===== src/hdl/dcf_pkg.sv =====
/*
 Shared constants and types for the FIFO with status flags: data and
 offset widths, default offsets, reset values and the state record.
 Assumes the FIFO depth never exceeds 8192 words, so 14 count bits suffice.
*/
package dcf_pkg;

    localparam int DATA_W = 9;
    localparam int OFS_W = 8;
    localparam int PTR_W = 13;
    localparam int CNT_W = 14;

    localparam logic [OFS_W-1:0] OFS_DEFAULT_LO = 8'h07;
    localparam logic [OFS_W-1:0] OFS_DEFAULT_HI = 8'h00;
    localparam logic [PTR_W-1:0] PTR_RESET = 13'h0000;
    localparam logic [CNT_W-1:0] CNT_RESET = 14'h0000;
    localparam logic [DATA_W-1:0] DOUT_RESET = 9'h000;

    typedef enum logic [1:0] {
        DCF_SEL_EMPTY_LO = 2'b00,
        DCF_SEL_EMPTY_HI = 2'b01,
        DCF_SEL_FULL_LO = 2'b10,
        DCF_SEL_FULL_HI = 2'b11
    } dcf_ofs_sel_t;

    typedef struct packed {
        logic full_n;
        logic almost_full_n;
        logic almost_empty_n;
        logic empty_n;
    } dcf_flags_t;

    localparam dcf_flags_t FLAGS_RESET = '{
        full_n: 1'h1,
        almost_full_n: 1'h1,
        almost_empty_n: 1'h0,
        empty_n: 1'h0
    };

    typedef struct packed {
        logic [PTR_W-1:0] wr_addr;
        logic [PTR_W-1:0] rd_addr;
        logic [CNT_W-1:0] cnt;
        logic [OFS_W-1:0] ofs_empty_lo;
        logic [OFS_W-1:0] ofs_empty_hi;
        logic [OFS_W-1:0] ofs_full_lo;
        logic [OFS_W-1:0] ofs_full_hi;
        dcf_ofs_sel_t wr_sel;
        dcf_ofs_sel_t rd_sel;
        logic load_mode;
        dcf_flags_t flags;
        logic [DATA_W-1:0] dout;
        logic oe;
    } dcf_state_t;

    localparam dcf_state_t STATE_RESET = '{
        wr_addr: PTR_RESET,
        rd_addr: PTR_RESET,
        cnt: CNT_RESET,
        ofs_empty_lo: OFS_DEFAULT_LO,
        ofs_empty_hi: OFS_DEFAULT_HI,
        ofs_full_lo: OFS_DEFAULT_LO,
        ofs_full_hi: OFS_DEFAULT_HI,
        wr_sel: DCF_SEL_EMPTY_LO,
        rd_sel: DCF_SEL_EMPTY_LO,
        load_mode: 1'h1,
        flags: FLAGS_RESET,
        dout: DOUT_RESET,
        oe: 1'h0
    };

endpackage


===== src/hdl/dcf_fifo_flags.sv =====
/*
 Nine-bit FIFO with full, almost-full, empty and almost-empty flags,
 offset register load and readback, and reset-time mode selection.
 Assumes writer and reader share clk_sys and all inputs but arst_n are synchronous
 to it; the bus wire is resolved outside from read_data_oe.
*/
`timescale 1ns/1ns
`default_nettype none

// What this block does
// - Full flag low, writes refused, once stored count reaches depth.
// - Full and almost-full flags change only on the write-side clock edge.
// - Empty flag low, reads refused, while stored count is zero.
// - Empty and almost-empty flags change only on the read-side clock edge.
// - Almost-full low once count reaches depth minus full offset.
// - Full offset defaults to seven.
// - Almost-empty low while fewer than n+1 words are stored.
// - Empty offset defaults to seven.
// - Flag levels follow the stored count table from zero to depth.
// - Load pin level during reset selects second enable or offset load.
// - After reset data reads zero when enabled, floats when disabled.
// - Reset works with clocks running throughout.
// - Full flag change may slip one write edge under close skew.
// - Empty flag change may slip one read edge under close skew.
// - Partial flag changes may slip one own-clock edge under skew.
// - First word after empty appears within one or two read periods.
// - In two-enable mode either inactive enable blocks the write.
// - Almost-full asserted alongside a write reflects the pre-write count.
// - Reset clears pointers, sets flag levels, output and default offsets.
// - Load mode writes the four offsets in fixed order, then wraps.
// - Output register loads only when both read enables are low.
module dcf_fifo_flags #(
    parameter int DEPTH = 64
) (
    input wire logic clk_sys,
    input wire logic arst_n,
    input wire logic reset_n,
    input wire logic write_enable_primary_n,
    input wire logic write_enable_second_or_load,
    input wire logic [dcf_pkg::DATA_W-1:0] write_data_in,
    input wire logic read_enable_a_n,
    input wire logic read_enable_b_n,
    input wire logic output_enable_n,
    output logic [dcf_pkg::DATA_W-1:0] read_data_out,
    output logic read_data_oe,
    output logic full_flag_n,
    output logic almost_full_flag_n,
    output logic empty_flag_n,
    output logic almost_empty_flag_n,
    output logic load_mode
);

    localparam int AW = $clog2(DEPTH);
    localparam logic [dcf_pkg::CNT_W-1:0] DEPTH_C = dcf_pkg::CNT_W'(DEPTH);
    localparam logic [dcf_pkg::PTR_W-1:0] LAST_ADDR = dcf_pkg::PTR_W'(DEPTH - 1);

    dcf_pkg::dcf_state_t s_r;
    dcf_pkg::dcf_state_t s_nxt;
    logic [dcf_pkg::DATA_W-1:0] mem_r [DEPTH];

    logic wr_req;
    logic wr_go;
    logic ld_wr;
    logic rd_req;
    logic ld_rd;
    logic rd_go;
    logic [dcf_pkg::CNT_W-1:0] n_ofs;
    logic [dcf_pkg::CNT_W-1:0] m_ofs;

    function automatic logic [dcf_pkg::PTR_W-1:0] next_addr(
        input logic [dcf_pkg::PTR_W-1:0] a
    );
        if (a == LAST_ADDR) begin
            next_addr = dcf_pkg::PTR_RESET;
        end else begin
            next_addr = a + 13'h0001;
        end
    endfunction

    function automatic dcf_pkg::dcf_ofs_sel_t next_sel(input dcf_pkg::dcf_ofs_sel_t s);
        case (s)
            dcf_pkg::DCF_SEL_EMPTY_LO: next_sel = dcf_pkg::DCF_SEL_EMPTY_HI;
            dcf_pkg::DCF_SEL_EMPTY_HI: next_sel = dcf_pkg::DCF_SEL_FULL_LO;
            dcf_pkg::DCF_SEL_FULL_LO: next_sel = dcf_pkg::DCF_SEL_FULL_HI;
            default: next_sel = dcf_pkg::DCF_SEL_EMPTY_LO;
        endcase
    endfunction

    function automatic dcf_pkg::dcf_flags_t flags_of(
        input logic [dcf_pkg::CNT_W-1:0] cnt,
        input logic [dcf_pkg::CNT_W-1:0] n,
        input logic [dcf_pkg::CNT_W-1:0] m
    );
        flags_of.full_n = (cnt != DEPTH_C);
        flags_of.almost_full_n = (cnt < DEPTH_C - m);
        flags_of.almost_empty_n = (cnt > n);
        flags_of.empty_n = (cnt != dcf_pkg::CNT_RESET);
    endfunction

    always_comb begin
        s_nxt = s_r;
        n_ofs = dcf_pkg::CNT_W'({s_r.ofs_empty_hi, s_r.ofs_empty_lo});
        m_ofs = dcf_pkg::CNT_W'({s_r.ofs_full_hi, s_r.ofs_full_lo});
        // Same condition for both modes: second enable high, first low
        wr_req = reset_n && !write_enable_primary_n && write_enable_second_or_load;
        wr_go = wr_req && (s_r.cnt != DEPTH_C);
        ld_wr = reset_n && s_r.load_mode && !write_enable_primary_n
            && !write_enable_second_or_load;
        rd_req = reset_n && !read_enable_a_n && !read_enable_b_n;
        ld_rd = rd_req && s_r.load_mode && !write_enable_second_or_load;
        rd_go = rd_req && !ld_rd && (s_r.cnt != dcf_pkg::CNT_RESET);

        if (wr_go) begin
            s_nxt.wr_addr = next_addr(s_r.wr_addr);
        end
        if (rd_go) begin
            s_nxt.rd_addr = next_addr(s_r.rd_addr);
            s_nxt.dout = mem_r[s_r.rd_addr[AW-1:0]];
        end else if (ld_rd) begin
            case (s_r.rd_sel)
                dcf_pkg::DCF_SEL_EMPTY_LO: s_nxt.dout = {1'h0, s_r.ofs_empty_lo};
                dcf_pkg::DCF_SEL_EMPTY_HI: s_nxt.dout = {1'h0, s_r.ofs_empty_hi};
                dcf_pkg::DCF_SEL_FULL_LO: s_nxt.dout = {1'h0, s_r.ofs_full_lo};
                default: s_nxt.dout = {1'h0, s_r.ofs_full_hi};
            endcase
            s_nxt.rd_sel = next_sel(s_r.rd_sel);
        end

        if (wr_go && !rd_go) begin
            s_nxt.cnt = s_r.cnt + 14'h0001;
        end else if (rd_go && !wr_go) begin
            s_nxt.cnt = s_r.cnt - 14'h0001;
        end

        // Offsets are only eight bits wide each; data bit 8 above the offset width is ignored
        if (ld_wr) begin
            case (s_r.wr_sel)
                dcf_pkg::DCF_SEL_EMPTY_LO: s_nxt.ofs_empty_lo = write_data_in[7:0];
                dcf_pkg::DCF_SEL_EMPTY_HI: s_nxt.ofs_empty_hi = write_data_in[7:0];
                dcf_pkg::DCF_SEL_FULL_LO: s_nxt.ofs_full_lo = write_data_in[7:0];
                default: s_nxt.ofs_full_hi = write_data_in[7:0];
            endcase
            s_nxt.wr_sel = next_sel(s_r.wr_sel);
        end

        // Flags sample the count before this edge's transfers: one edge of
        // latency, within the allowed skew slip, and never lets the array
        // overrun because acceptance looks at the live count instead.
        s_nxt.flags = flags_of(s_r.cnt, n_ofs, m_ofs);
        // One shared clock: pointers are seen directly, no crossing needed
        s_nxt.oe = !output_enable_n;

        if (!reset_n) begin
            s_nxt = dcf_pkg::STATE_RESET;
            s_nxt.load_mode = !write_enable_second_or_load;
            s_nxt.oe = !output_enable_n;
        end
    end

    always_ff @(posedge clk_sys or negedge arst_n) begin
        if (!arst_n) begin
            s_r <= dcf_pkg::STATE_RESET;
        end else begin
            s_r <= s_nxt;
        end
    end

    // Array has no reset; contents before the first write are undefined
    always_ff @(posedge clk_sys) begin
        if (wr_go) begin
            mem_r[s_r.wr_addr[AW-1:0]] <= write_data_in;
        end
    end

    assign read_data_out = s_r.dout;
    assign read_data_oe = s_r.oe;
    assign full_flag_n = s_r.flags.full_n;
    assign almost_full_flag_n = s_r.flags.almost_full_n;
    assign empty_flag_n = s_r.flags.empty_n;
    assign almost_empty_flag_n = s_r.flags.almost_empty_n;
    assign load_mode = s_r.load_mode;

    a_full_at_depth:
    assert property (@(posedge clk_sys) disable iff (!arst_n)
        reset_n && s_r.cnt == DEPTH_C |=> !reset_n || !full_flag_n)
        else $error("full flag not low at depth");

    a_no_overflow:
    assert property (@(posedge clk_sys) disable iff (!arst_n)
        reset_n && s_r.cnt == DEPTH_C && !rd_go
            |=> s_r.cnt == DEPTH_C && $stable(s_r.wr_addr))
        else $error("write accepted while full");

    a_empty_at_zero:
    assert property (@(posedge clk_sys) disable iff (!arst_n)
        reset_n && s_r.cnt == dcf_pkg::CNT_RESET |=> !reset_n || !empty_flag_n)
        else $error("empty flag not low at zero");

    a_no_underflow:
    assert property (@(posedge clk_sys) disable iff (!arst_n)
        s_r.cnt == dcf_pkg::CNT_RESET |=> !$past(reset_n) || $stable(s_r.rd_addr))
        else $error("read pointer moved while empty");

    a_af_threshold:
    assert property (@(posedge clk_sys) disable iff (!arst_n)
        reset_n && s_r.cnt >= DEPTH_C - m_ofs |=> !reset_n || !almost_full_flag_n)
        else $error("almost-full flag late");

    a_ae_threshold:
    assert property (@(posedge clk_sys) disable iff (!arst_n)
        reset_n ##1 reset_n |-> almost_empty_flag_n == ($past(s_r.cnt) > $past(n_ofs)))
        else $error("almost-empty flag disagrees with count");

    a_mid_all_high:
    assert property (@(posedge clk_sys) disable iff (!arst_n)
        reset_n && s_r.cnt > n_ofs && s_r.cnt < DEPTH_C - m_ofs
            |=> !reset_n || (full_flag_n && almost_full_flag_n
            && almost_empty_flag_n && empty_flag_n))
        else $error("flags not all high in middle band");

    a_reset_state:
    assert property (@(posedge clk_sys) disable iff (!arst_n)
        !reset_n |=> full_flag_n && almost_full_flag_n && !empty_flag_n
            && !almost_empty_flag_n && read_data_out == dcf_pkg::DOUT_RESET
            && n_ofs == 14'h0007 && m_ofs == 14'h0007)
        else $error("reset values wrong");

    a_mode_latch:
    assert property (@(posedge clk_sys) disable iff (!arst_n)
        !reset_n |=> load_mode == !$past(write_enable_second_or_load))
        else $error("mode not latched from load pin");

    a_second_enable:
    assert property (@(posedge clk_sys) disable iff (!arst_n)
        (!write_enable_second_or_load || write_enable_primary_n)
            |=> $stable(s_r.wr_addr) || !$past(reset_n))
        else $error("write taken with an enable inactive");

    a_dout_hold:
    assert property (@(posedge clk_sys) disable iff (!arst_n)
        reset_n && (read_enable_a_n || read_enable_b_n)
            |=> !reset_n || $stable(read_data_out))
        else $error("output register changed without read");

    a_load_order:
    assert property (@(posedge clk_sys) disable iff (!arst_n)
        ld_wr && s_r.wr_sel == dcf_pkg::DCF_SEL_FULL_HI
            |=> !reset_n || (s_r.wr_sel == dcf_pkg::DCF_SEL_EMPTY_LO
            && s_r.ofs_full_hi == $past(write_data_in[7:0])))
        else $error("offset load sequence wrong");

    // Count underneath every flag, then the pointers; a count slip skews all four
    a_cnt_bound:
    assert property (@(posedge clk_sys) disable iff (!arst_n)
        s_r.cnt <= DEPTH_C)
        else $error("count beyond depth");

    a_cnt_up:
    assert property (@(posedge clk_sys) disable iff (!arst_n)
        wr_go && !rd_go |=> s_r.cnt == $past(s_r.cnt) + 14'h0001)
        else $error("count missed a write");

    a_cnt_down:
    assert property (@(posedge clk_sys) disable iff (!arst_n)
        rd_go && !wr_go |=> s_r.cnt == $past(s_r.cnt) - 14'h0001)
        else $error("count missed a read");

    a_cnt_hold:
    assert property (@(posedge clk_sys) disable iff (!arst_n)
        reset_n && wr_go == rd_go |=> $stable(s_r.cnt))
        else $error("count moved without net transfer");

    a_wr_wrap:
    assert property (@(posedge clk_sys) disable iff (!arst_n)
        wr_go && s_r.wr_addr == LAST_ADDR |=> s_r.wr_addr == dcf_pkg::PTR_RESET)
        else $error("write pointer did not wrap at depth");

    a_wr_step:
    assert property (@(posedge clk_sys) disable iff (!arst_n)
        wr_go && s_r.wr_addr != LAST_ADDR
            |=> s_r.wr_addr == $past(s_r.wr_addr) + 13'h0001)
        else $error("write pointer step wrong");

    a_rd_wrap:
    assert property (@(posedge clk_sys) disable iff (!arst_n)
        rd_go && s_r.rd_addr == LAST_ADDR |=> s_r.rd_addr == dcf_pkg::PTR_RESET)
        else $error("read pointer did not wrap at depth");

    a_rd_step:
    assert property (@(posedge clk_sys) disable iff (!arst_n)
        rd_go && s_r.rd_addr != LAST_ADDR
            |=> s_r.rd_addr == $past(s_r.rd_addr) + 13'h0001)
        else $error("read pointer step wrong");

    a_full_release:
    assert property (@(posedge clk_sys) disable iff (!arst_n)
        reset_n && s_r.cnt != DEPTH_C |=> full_flag_n)
        else $error("full flag low below depth");

    a_empty_release:
    assert property (@(posedge clk_sys) disable iff (!arst_n)
        reset_n && s_r.cnt != dcf_pkg::CNT_RESET |=> empty_flag_n)
        else $error("empty flag low with words stored");

    a_af_release:
    assert property (@(posedge clk_sys) disable iff (!arst_n)
        reset_n && s_r.cnt < DEPTH_C - m_ofs |=> almost_full_flag_n)
        else $error("almost-full flag low too early");

    a_ae_low_band:
    assert property (@(posedge clk_sys) disable iff (!arst_n)
        reset_n && s_r.cnt <= n_ofs |=> !almost_empty_flag_n)
        else $error("almost-empty flag high too early");

    a_dout_word:
    assert property (@(posedge clk_sys) disable iff (!arst_n)
        rd_go |=> read_data_out == $past(mem_r[s_r.rd_addr[AW-1:0]]))
        else $error("read returned the wrong word");

    // Readback keeps its own sequence pointer, apart from the load one
    a_readback_lo:
    assert property (@(posedge clk_sys) disable iff (!arst_n)
        ld_rd && s_r.rd_sel == dcf_pkg::DCF_SEL_EMPTY_LO
            |=> read_data_out == {1'h0, $past(s_r.ofs_empty_lo)})
        else $error("offset readback value wrong");

    a_readback_wrap:
    assert property (@(posedge clk_sys) disable iff (!arst_n)
        ld_rd && s_r.rd_sel == dcf_pkg::DCF_SEL_FULL_HI
            |=> s_r.rd_sel == dcf_pkg::DCF_SEL_EMPTY_LO)
        else $error("offset readback did not wrap");

    a_ofs_locked:
    assert property (@(posedge clk_sys) disable iff (!arst_n)
        reset_n && !s_r.load_mode |=> $stable(n_ofs) && $stable(m_ofs))
        else $error("offset changed in two-enable mode");

    a_oe_follow:
    assert property (@(posedge clk_sys) disable iff (!arst_n)
        1'h1 |=> read_data_oe == !$past(output_enable_n))
        else $error("output enable not registered");

    a_seq_restart:
    assert property (@(posedge clk_sys) disable iff (!arst_n)
        !reset_n |=> s_r.cnt == dcf_pkg::CNT_RESET
            && s_r.wr_sel == dcf_pkg::DCF_SEL_EMPTY_LO
            && s_r.rd_sel == dcf_pkg::DCF_SEL_EMPTY_LO)
        else $error("reset left count or sequence behind");

endmodule

`default_nettype wire


===== config.mk =====
export PLATFORM = sky130hd
export DESIGN_NAME = dcf_fifo_flags
export DESIGN_NICKNAME = d
export VERILOG_FILES = /design/src/hdl/dcf_pkg.sv /design/src/hdl/dcf_fifo_flags.sv
export SDC_FILE = /design/constraint.sdc
export NUM_CORES = 1
export LEC_CHECK = 0
export BUFFER_PORTS_ARGS = -buffer_cell sky130_fd_sc_hd__buf_2
export CAP_MARGIN = 20
export CORE_MARGIN = 2
export CORE_UTILIZATION = 55
export CTS_CLUSTER_DIAMETER = 80
export DETAILED_ROUTE_END_ITERATION = 8
export PLACE_DENSITY = 0.79
export SYNTH_ARGS = -nofsm -noshare
export SYNTH_HDL_FRONTEND = slang
export SYNTH_SLANG_ARGS = --single-unit
export TNS_END_PERCENT = 50

===== constraint.sdc =====
create_clock -name clk_sys -period 4.6 [get_ports clk_sys]
set_input_delay 0.23 -clock clk_sys [delete_from_list [all_inputs] [get_ports clk_sys]]
set_output_delay 0.23 -clock clk_sys [all_outputs]
set_load 0.1 [all_outputs]

Word-level counts from Yosys, hierarchy flattened
Memories as Yosys holds them, arrays and structs flattened. Cells that the tools add are included.

Register bits: 91. RAM bits: 576. Output and inout bits: 15. Memories: 1.

Memories: mem_r (words 64, width 9, read ports 1, clocked after memory_dff 0, wr ports 1, RTL line dcf_fifo_flags.sv:59) `logic [dcf_pkg::DATA_W-1:0] mem_r [DEPTH];`.

$add $sub $neg: 5. Order comparisons: 2. Eq/ne operators: 18. Muxes and demuxes: 21. Reduce and logical (&&, ||, !) cells: 31.

Operators by type and width (count): $mux 91 (1); $mux 13 (4); $mux 34 (1); $mux 8 (4); $mux 14 (2); $add 13x1->13 const B (2); $eq 13x6->1 const B (2); $pmux 8 s3 (1); $mux 9 (2); $add 14x1->14 const B (1); $gt 14x14->1 (1); $logic_and 1x1->1 (14); $lt 14x14->1 (1); $ne 14x7->1 const B (1); $ne 2x1->1 const B (7); $reduce_bool 14->1 (1); $sub 14x1->14 const B (1); $sub 7x14->14 const A (1); $pmux 2 s3 (2); $reduce_and 2->1 (5); $logic_not 1->1 (8); $ne 3x1->1 const B (2); $eq 2x1->1 const B (2); $eq 2x2->1 const B (2); other kinds (5) (9).

Longest topological paths before layout
Gate-level depths: netlist of run 1.

Depth after elaboration: 12. Gate-level depth with buffers: 13.

Worst setup path after synthesis of run 1
OpenSTA, ideal clock, no wires.

Kind: flip-flop to flip-flop. From: register s_r[52] in the netlist's numbering. To: register s_r[64] in the netlist's numbering. Library setup time: 125 ps. Arrival time: 3483 ps. Slack: 992 ps. Cell stages (with the launch flop): 14. Buffers on the path: 1. Clock period less this slack: 3608 ps. Path through: dfrtp_1 nor4_1 and4_1 clkbuf_1 nor2_2 nor3_1 inv_1 ha_1 o211ai_1 o21ai_0 o211ai_1 a21oi_1 mux2_2 a2bb2oi_1.

Cells in the longest elaborated chain, start to end: 6. Elaborated cells on any way between the ends: 14. Classes of those cells: add/sub: 2; eq/ne: 2; mux: 3; reduce/logical: 7.

RTL lines: from (decl) (RTL line dcf_fifo_flags.sv:57) `dcf_pkg::dcf_state_t s_r;`; from (signal assigned) (RTL line dcf_fifo_flags.sv:162) `s_r <= dcf_pkg::STATE_RESET;`; from (signal assigned) (RTL line dcf_fifo_flags.sv:164) `s_r <= s_nxt;`; parallel branches: the longest is 6 deep, another holds $sub 14x1->14.

Parallel ways; which one is timed is not known. The select of a mux whose other input is x is not followed. A chain may end at the register's enable or synchronous reset.

Worst setup path in the final report of run 1
From: register s_r[52] in the netlist's numbering. To: register s_r[61] in the netlist's numbering.

The elaborated chain is that of the path after synthesis.

==> flow_summary_export.csv, run 1 <==
group,metric,value,unit
clock_network,clkSinkCount,667,
detailed_routing,drt-pass1-iter-count,6,
placed_design,dp_cells,2431,
die,die_h,231,um
die,die-area,53400,um2
synth,synth_fa_ha_area_share,2.37,%
placed_design,gp_congestion,0.860,
setup_path,required,5.08,ns
clock_network,clkTransAtPathRegs,0.05,ns
synth,synth.avg_cell_area,16.1,um2
clock_network,cts_made_buffers,67,
final_layout,drive_gt1_share,18.2,%
setup_path,worstSetupPathType,"flop to flop",
setup_path,r2r-start,"s_r[52]",
placed_design,dpl.hpwl,41700,um
synth,synth-simple-area-share,6.70,%
setup_path,critPathSlowestCell,"fa_1",
setup_path,end_kind,"flop",
sta,rsz0062_at_grt,"no",
synth,synth_top_family_by_area,"multiplexers",
clock_network,cts-root-buf,"clkbuf_16",
sta,period_share,91.5,%
power_and_ir_drop,p_per_area,442,nW/um2
sta,fin_hold_ws,0.0466,ns
die,core,51100,um2
synth,synth.distinct_cells,68,
final_layout,multi_input_area,8080,um2
sta,hold_viol_final,0,
final_layout,syn2layout_area_growth,10.9,%
global_routing,grt_pass1_wl,103000,um
synth,synth_cells,1764,
sta,slew_headroom,26.2,%
synth,synth_area_leader_cell,"edfxtp_1",
synth,yosysWarnings,0,
final_layout,finish.instance_area,31400,um2
setup_path,cpMostUsedCell,"o21ai_0",
synth,synth_xor_area_share,0.830,%
sta,tns,0,ns
setup_path,reg2regPathDepth,12,
die,num_io_pins,32,
synth,async_flop_share,13.6,%
global_routing,globalRouteOverflowTotal,0,
setup_path,r2r-end,"s_r[61]",
detailed_routing,drtIter0Drc,2071,
die,dieWidth,231,um
detailed_routing,viasPerCell,6.47,
sta,worstMarginPinSlew,1.11,ns
synth,yosysSeqAreaShare,69.1,%
final_layout,fill_cells,3603,
synth,yosys-top-cells-count,"edfxtp_1, nor2_1, mux4_2",
setup_path,rrSetupSlack,0.39,ns
global_routing,grt_pass1_vias,16500,
setup_path,slowest_delay,0.56,ns
final_layout,regArea,19600,um2
setup_path,cp_max_fo,15,
worst_hold_path,min_from,"reset_n",
detailed_routing,wl_per_cell,26.3,um
final_layout,diodes,0,
worst_hold_path,hold_class,"input pin to flop",
clock_network,htreeDepth,3,
synth,syn_nets,1834,
die,initial_utilization,55.5,%
setup_path,cp_cell_sequence,"nor4_1 -> and4_1 -> nor2_2 -> nor3_1 -> inv_1 -> fa_1 -> a211oi_1 -> o21ai_0 -> a31o_2 -> a21oi_1 -> xor2_1 -> o21ai_0",
power_and_ir_drop,p_leak,10.4,nW
clock_network,clockBufferDepth,3,
detailed_routing,vias,16500,
synth,ys.flop_type,"edfxtp_1",
clock_network,insertion_delay,0.62,ns
worst_hold_path,whs_path_depth,3,
synth,synth_compound_area_share,6.40,%
placed_design,io_buffers,31,
synth,synth_most_common_cell,"edfxtp_1",
clock_network,cts_setup_buffers,0,
global_routing,grt_max_degree,69,
final_layout,nets,1896,
sta,maxSlewViolCount,0,
sta,max_freq,238,MHz
synth,synth_edf_count,576,
job,maxCapViolCount,0,
detailed_routing,drc,0,
final_layout,fin_cells,2558,
synth,synth.mux.area_fraction,12.2,%
worst_hold_path,hold_path_end,"load_mode",
detailed_routing,drtAntennaViolNets,0,
synth,synthesis.area,28300,um2
setup_path,critPathLaunchType,"flop",
detailed_routing,wirelength,67300,um
power_and_ir_drop,peakVddDrop,246,uV
global_routing,grtUsageTotal,25.8,%
run_status,status,"finished clean",
sta,fin_crit,4.21,ns
setup_path,critPathArrivalTime,4.68,ns
clock_network,cts_tree,"yes",
synth,yosysTopAreaCellShare,61.0,%
global_routing,antenna_found_initial,1,
placed_design,dpl_cell_area,29300,um2
die,row_count,83,
sta,skew,0.0368,ns
synth,ys_top_cells_by_area,"edfxtp_1, mux4_2, dfrtp_1, mux2i_1, ha_1",
sta,setup_viol,0,
synth,ys_seq_elements,667,
-- cells by family (layout without fill, tap and decap cells) --
kind of cell,count (synthesis),count (layout)
xor gates and xnor gates,26,26
AOI/OAI and AO/OA,278,278
buffers and inverters,137,251
and+or+nand+nor,399,399
DFF,667,667
muxes,204,204
adders and majority gates,53,53
-- sequential cells by signal, summed over array words and instances (netlist names), 9 cells and up --
register / flops
m_ofs: 14
n_ofs: 14
read_data_out: 9
s_r: 48
mem_r: 576
-- timing repair --
item                                   4_1_cts  5_1_grt
setup endpoints to repair                    0        1
resized for setup                            0        1
hold buffers                                 3        0
endpoints found under the hold margin       55        0
-- where the power goes --
group	internal (mW)	switching [mW]
logic	0.767	1.10
registers	6.67	0.152
clock network	2.90	2.32
total	10.3	3.57
-- worst max path at each step --
stage                  from      end  slack (ns)  cells after the start
floorplan           s_r[52]  s_r[64]        0.99                     13
global placement    s_r[62]  s_r[61]        0.46                     12
detailed placement  s_r[62]  s_r[61]        0.35                     12
CTS                 s_r[62]  s_r[61]        0.32                     12
global route        s_r[52]  s_r[61]        0.04                     12
finish              s_r[52]  s_r[61]        0.39                     12
-- placed cells by master, fill, tap and decap left out, types with 6 or more instances in the layout --
cell,netlist,routed
clkbuf_16,0,68
clkinv_2,0,12
buf_2,22,30
o211ai_1,13,13
buf_4,20,60
nand3b_1,12,12
edfxtp_1,576,576
a21oi_1,60,60
dfstp_2,9,9
clkbuf_1,47,17
a22o_1,8,8
mux4_2,111,111
nand2b_1,10,10
mux2i_1,77,77
mux2_2,16,16
a21o_1,13,13
a22oi_1,48,48
nor3_1,17,16
a31oi_1,14,14
inv_1,32,32
a221oi_1,7,7
clkinv_1,1,12
nand3_1,68,68
and4_1,6,6
a222oi_1,8,8
nand4_1,16,16
ha_1,52,52
nand2_1,104,104
dfrtp_1,82,78
nor2b_1,12,12
nor2_1,116,116
o21ai_0,70,70
xor2_1,13,13
xnor2_1,12,12
-- per-stage QoR --
| stage | power, mW | setup WS [ns] | utilization, % |
|---|---|---|---|
| floorplan | 8.29 | 0.992 | - |
| global route | 14.4 | 0.0360 | 61.5 |
| CTS | 13.9 | 0.316 | 61.5 |
| detailed placement | 8.77 | 0.349 | 57.3 |
| global placement | 8.72 | 0.459 | 57.3 |
| finish | 13.9 | 0.392 | 61.5 |
-- per-layer routing --
| metal | wire (um) | global-route usage, % | share of wire (%) | up-vias |
|---|---|---|---|---|
| li1 | - | - | - | 7062 |
| met1 | 25500 | 35.5 | 38 | 8374 |
| met2 | 32300 | 41.2 | 48 | 948 |
| met3 | 7050 | 5.20 | 10 | 160 |
| met4 | 2390 | 9.92 | 3.6 | 2 |
| met5 | 18 | 0 | 0.027 | - |
-- cell type report --
cell class / count / area share, %
clock buffers: 87 / 5.70
clock inverters: 34 / 0.947
inverters: 33 / 0.394
multi-input cells: 960 / 25.7
flip-flops and latches: 667 / 62.3
well taps: 680 / 2.71
repair buffers: 97 / 2.24
-- critical path: cells and delay by family (launching register included) --
family          cells  cell delay, ns
simple gates        4            1.35
fa+ha+maj           1            0.56
flops               1            0.46
xor+xnor            1            0.16
compound gates      5            1.10
buf+inv             1            0.44
No activity file was read; power rests on OpenSTA's default activity.
==> run 2, diff against run 1 <==
--- a/config.mk
+++ b/config.mk
@@ -7,6 +7,7 @@
 export LEC_CHECK = 0
 export BUFFER_PORTS_ARGS = -buffer_cell sky130_fd_sc_hd__buf_2
 export CAP_MARGIN = 20
+export CORE_ASPECT_RATIO = 1.4
 export CORE_MARGIN = 2
 export CORE_UTILIZATION = 55
 export CTS_CLUSTER_DIAMETER = 80
==> run 2 against run 1 <==
  * Total power fell by 4.1%
  * Largest power group unchanged
  * Via count shrank 0.83%
  * Clock skew decreased by 0.014 ns
  * Critical endpoint is now s_r[64]
  * Combinational power barely moved
  * Setup slack improved by 0.081 ns
  * Count of clock-buffer cells in the layout down 20
  * Clock power shrank 11%
  * Routed wire length decreased by 0.53%
  * Non-clock buffer count is 22 higher
==> flow_summary_export.csv, run 2 (synthesized netlist as in run 1, its figures left out) <==
group,metric,value,unit
final_layout,finish.instance_area,31300,um2
sta,maxSlewViolCount,0,
setup_path,cp_cell_sequence,"nor4_1 -> and4_1 -> nor2_2 -> nor3_1 -> buf_4 -> inv_1 -> ha_1 -> o211ai_1 -> o21ai_0 -> o211ai_1 -> a21oi_1 -> mux2_2 -> a2bb2oi_1",
sta,hold_viol_final,0,
final_layout,layout_common_cells,"edfxtp_1, nor2_1, mux4_2, nand2_1, buf_4",
die,initial_utilization,55.6,%
final_layout,syn2layout_area_growth,10.4,%
final_layout,final_common_cell,"edfxtp_1",
global_routing,grtUsageTotal,25.3,%
clock_network,cts_tree,"yes",
sta,slew_headroom,29.7,%
final_layout,diodes,0,
setup_path,critPathLaunchType,"flop",
final_layout,fill_cells,3518,
run_status,status,"finished clean",
setup_path,cp_max_fo,11,
global_routing,grt_pass1_vias,16600,
final_layout,nets,1908,
die,die_h,273,um
detailed_routing,wirelength,66900,um
clock_network,cts-root-buf,"clkbuf_16",
placed_design,gp_congestion,0.921,
setup_path,required,5.09,ns
placed_design,dpl.hpwl,41900,um
power_and_ir_drop,p_leak,10.4,nW
clock_network,clkTransAtPathRegs,0.07,ns
clock_network,htreeDepth,2,
sta,worstMarginPinSlew,1.05,ns
detailed_routing,viasPerCell,6.48,
power_and_ir_drop,peakVddDrop,296,uV
clock_network,insertion_delay,0.62,ns
sta,tns,0,ns
sta,period_share,89.7,%
job,maxCapViolCount,0,
clock_network,cts_hold_buf,5,
die,die-area,53400,um2
sta,skew,0.0226,ns
final_layout,post-route-util,61.3,%
global_routing,globalRouteOverflowTotal,0,
clock_network,cts_setup_buffers,0,
setup_path,critPathTopFamily,"simple AND/OR/NAND/NOR gates",
setup_path,slowest_delay,0.53,ns
clock_network,clkSinkCount,667,
sta,rsz0062_at_grt,"no",
final_layout,drive_gt1_share,18.6,%
detailed_routing,wl_per_cell,26.4,um
die,core,51000,um2
clock_network,clockBufferDepth,3,
placed_design,io_buffers,31,
die,dieWidth,196,um
worst_hold_path,hold_class,"input pin to flop",
detailed_routing,drtIter0Drc,1779,
detailed_routing,drc,0,
setup_path,critPathArrivalTime,4.61,ns
clock_network,cts_made_buffers,57,
global_routing,antenna_found_initial,0,
global_routing,grt_max_degree,69,
sta,max_freq,242,MHz
detailed_routing,drtAntennaViolNets,0,
setup_path,cpMostUsedCell,"o211ai_1",
detailed_routing,vias,16400,
setup_path,worstSetupPathType,"flop to flop",
power_and_ir_drop,p_per_area,426,nW/um2
clock_network,post_cts_resized,0,
die,row_count,98,
final_layout,largest_reg_flops,576,
sta,fin_crit,4.13,ns
sta,setup_viol,0,
global_routing,grt_pass1_wl,101000,um
setup_path,end_kind,"flop",
setup_path,cp_num_buf_inv,2,
power_and_ir_drop,p_total,13.3,mW
detailed_routing,drt-pass1-iter-count,6,
placed_design,dpl_cell_area,29400,um2
setup_path,critPathSlowestCell,"nor4_1",
die,num_io_pins,32,
-- run 2: changes by cell type in the layout (fill, tap and decap cells not counted), sizes merged --
cell | before | now
buf | 94 | 114
bufinv | 2 | 4
clkbuf | 87 | 67
clkinv | 27 | 24
clkinvlp | 3 | 7
dlygate4sd3 | 3 | 5
-- run 2: worst paths after layout --
kind / to / cells after the start / slack [ns] / from
max in group asynchronous: load_mode / 3 / 3.38 / arst_n
max: s_r[64] / 13 / 0.47 / s_r[52]
min reg2reg: s_r[26] / 2 / 0.48 / s_r[26]
min in group asynchronous: s_r[64] / 2 / 0.26 / arst_n
min: mem_r[61][8] / 1 / 0.05 / write_data_in[8]
max reg2reg: s_r[64] / 13 / 0.47 / s_r[52]
-- run 2: layout make-up --
type | count | area, um2 | share of cell area [%]
multi-input combinational | 960 | 8080 | 25.8
tap | 650 | 813 | 2.60
clock buffer | 67 | 1490 | 4.75
clock inverter | 37 | 328 | 1.05
timing repair buffer | 119 | 872 | 2.79
inverter | 33 | 124 | 0.396
sequential | 667 | 19600 | 62.6
-- run 2: power breakdown --
group,switching (mW),leakage [nW],total (mW),internal [mW]
clock network,2.12,0.868,4.67,2.54
registers,0.147,6.37,6.81,6.66
logic,1.09,3.15,1.85,0.762
total,3.36,10.4,13.3,9.97
-- run 2: metal layers --
metal  global-route usage [%]  part of all wire (%)
met1                     32.5                    37
met5                        0                     0
met3                     3.79                   8.2
met4                     11.1                   4.5
met2                     43.1                    51
-- run 2: stage by stage --
| stage | hold WS, ns | cells | worst slack, ns |
|---|---|---|---|
| finish | 0.0498 | 2533 | 0.472 |
| detailed placement | 0.377 | 2423 | 0.555 |
| global placement | 0.368 | 2422 | 0.710 |
| CTS | 0.115 | 2532 | 0.532 |
| floorplan | -0.0656 | 1764 | 0.992 |
| global route | 0.0523 | 2533 | 0.229 |
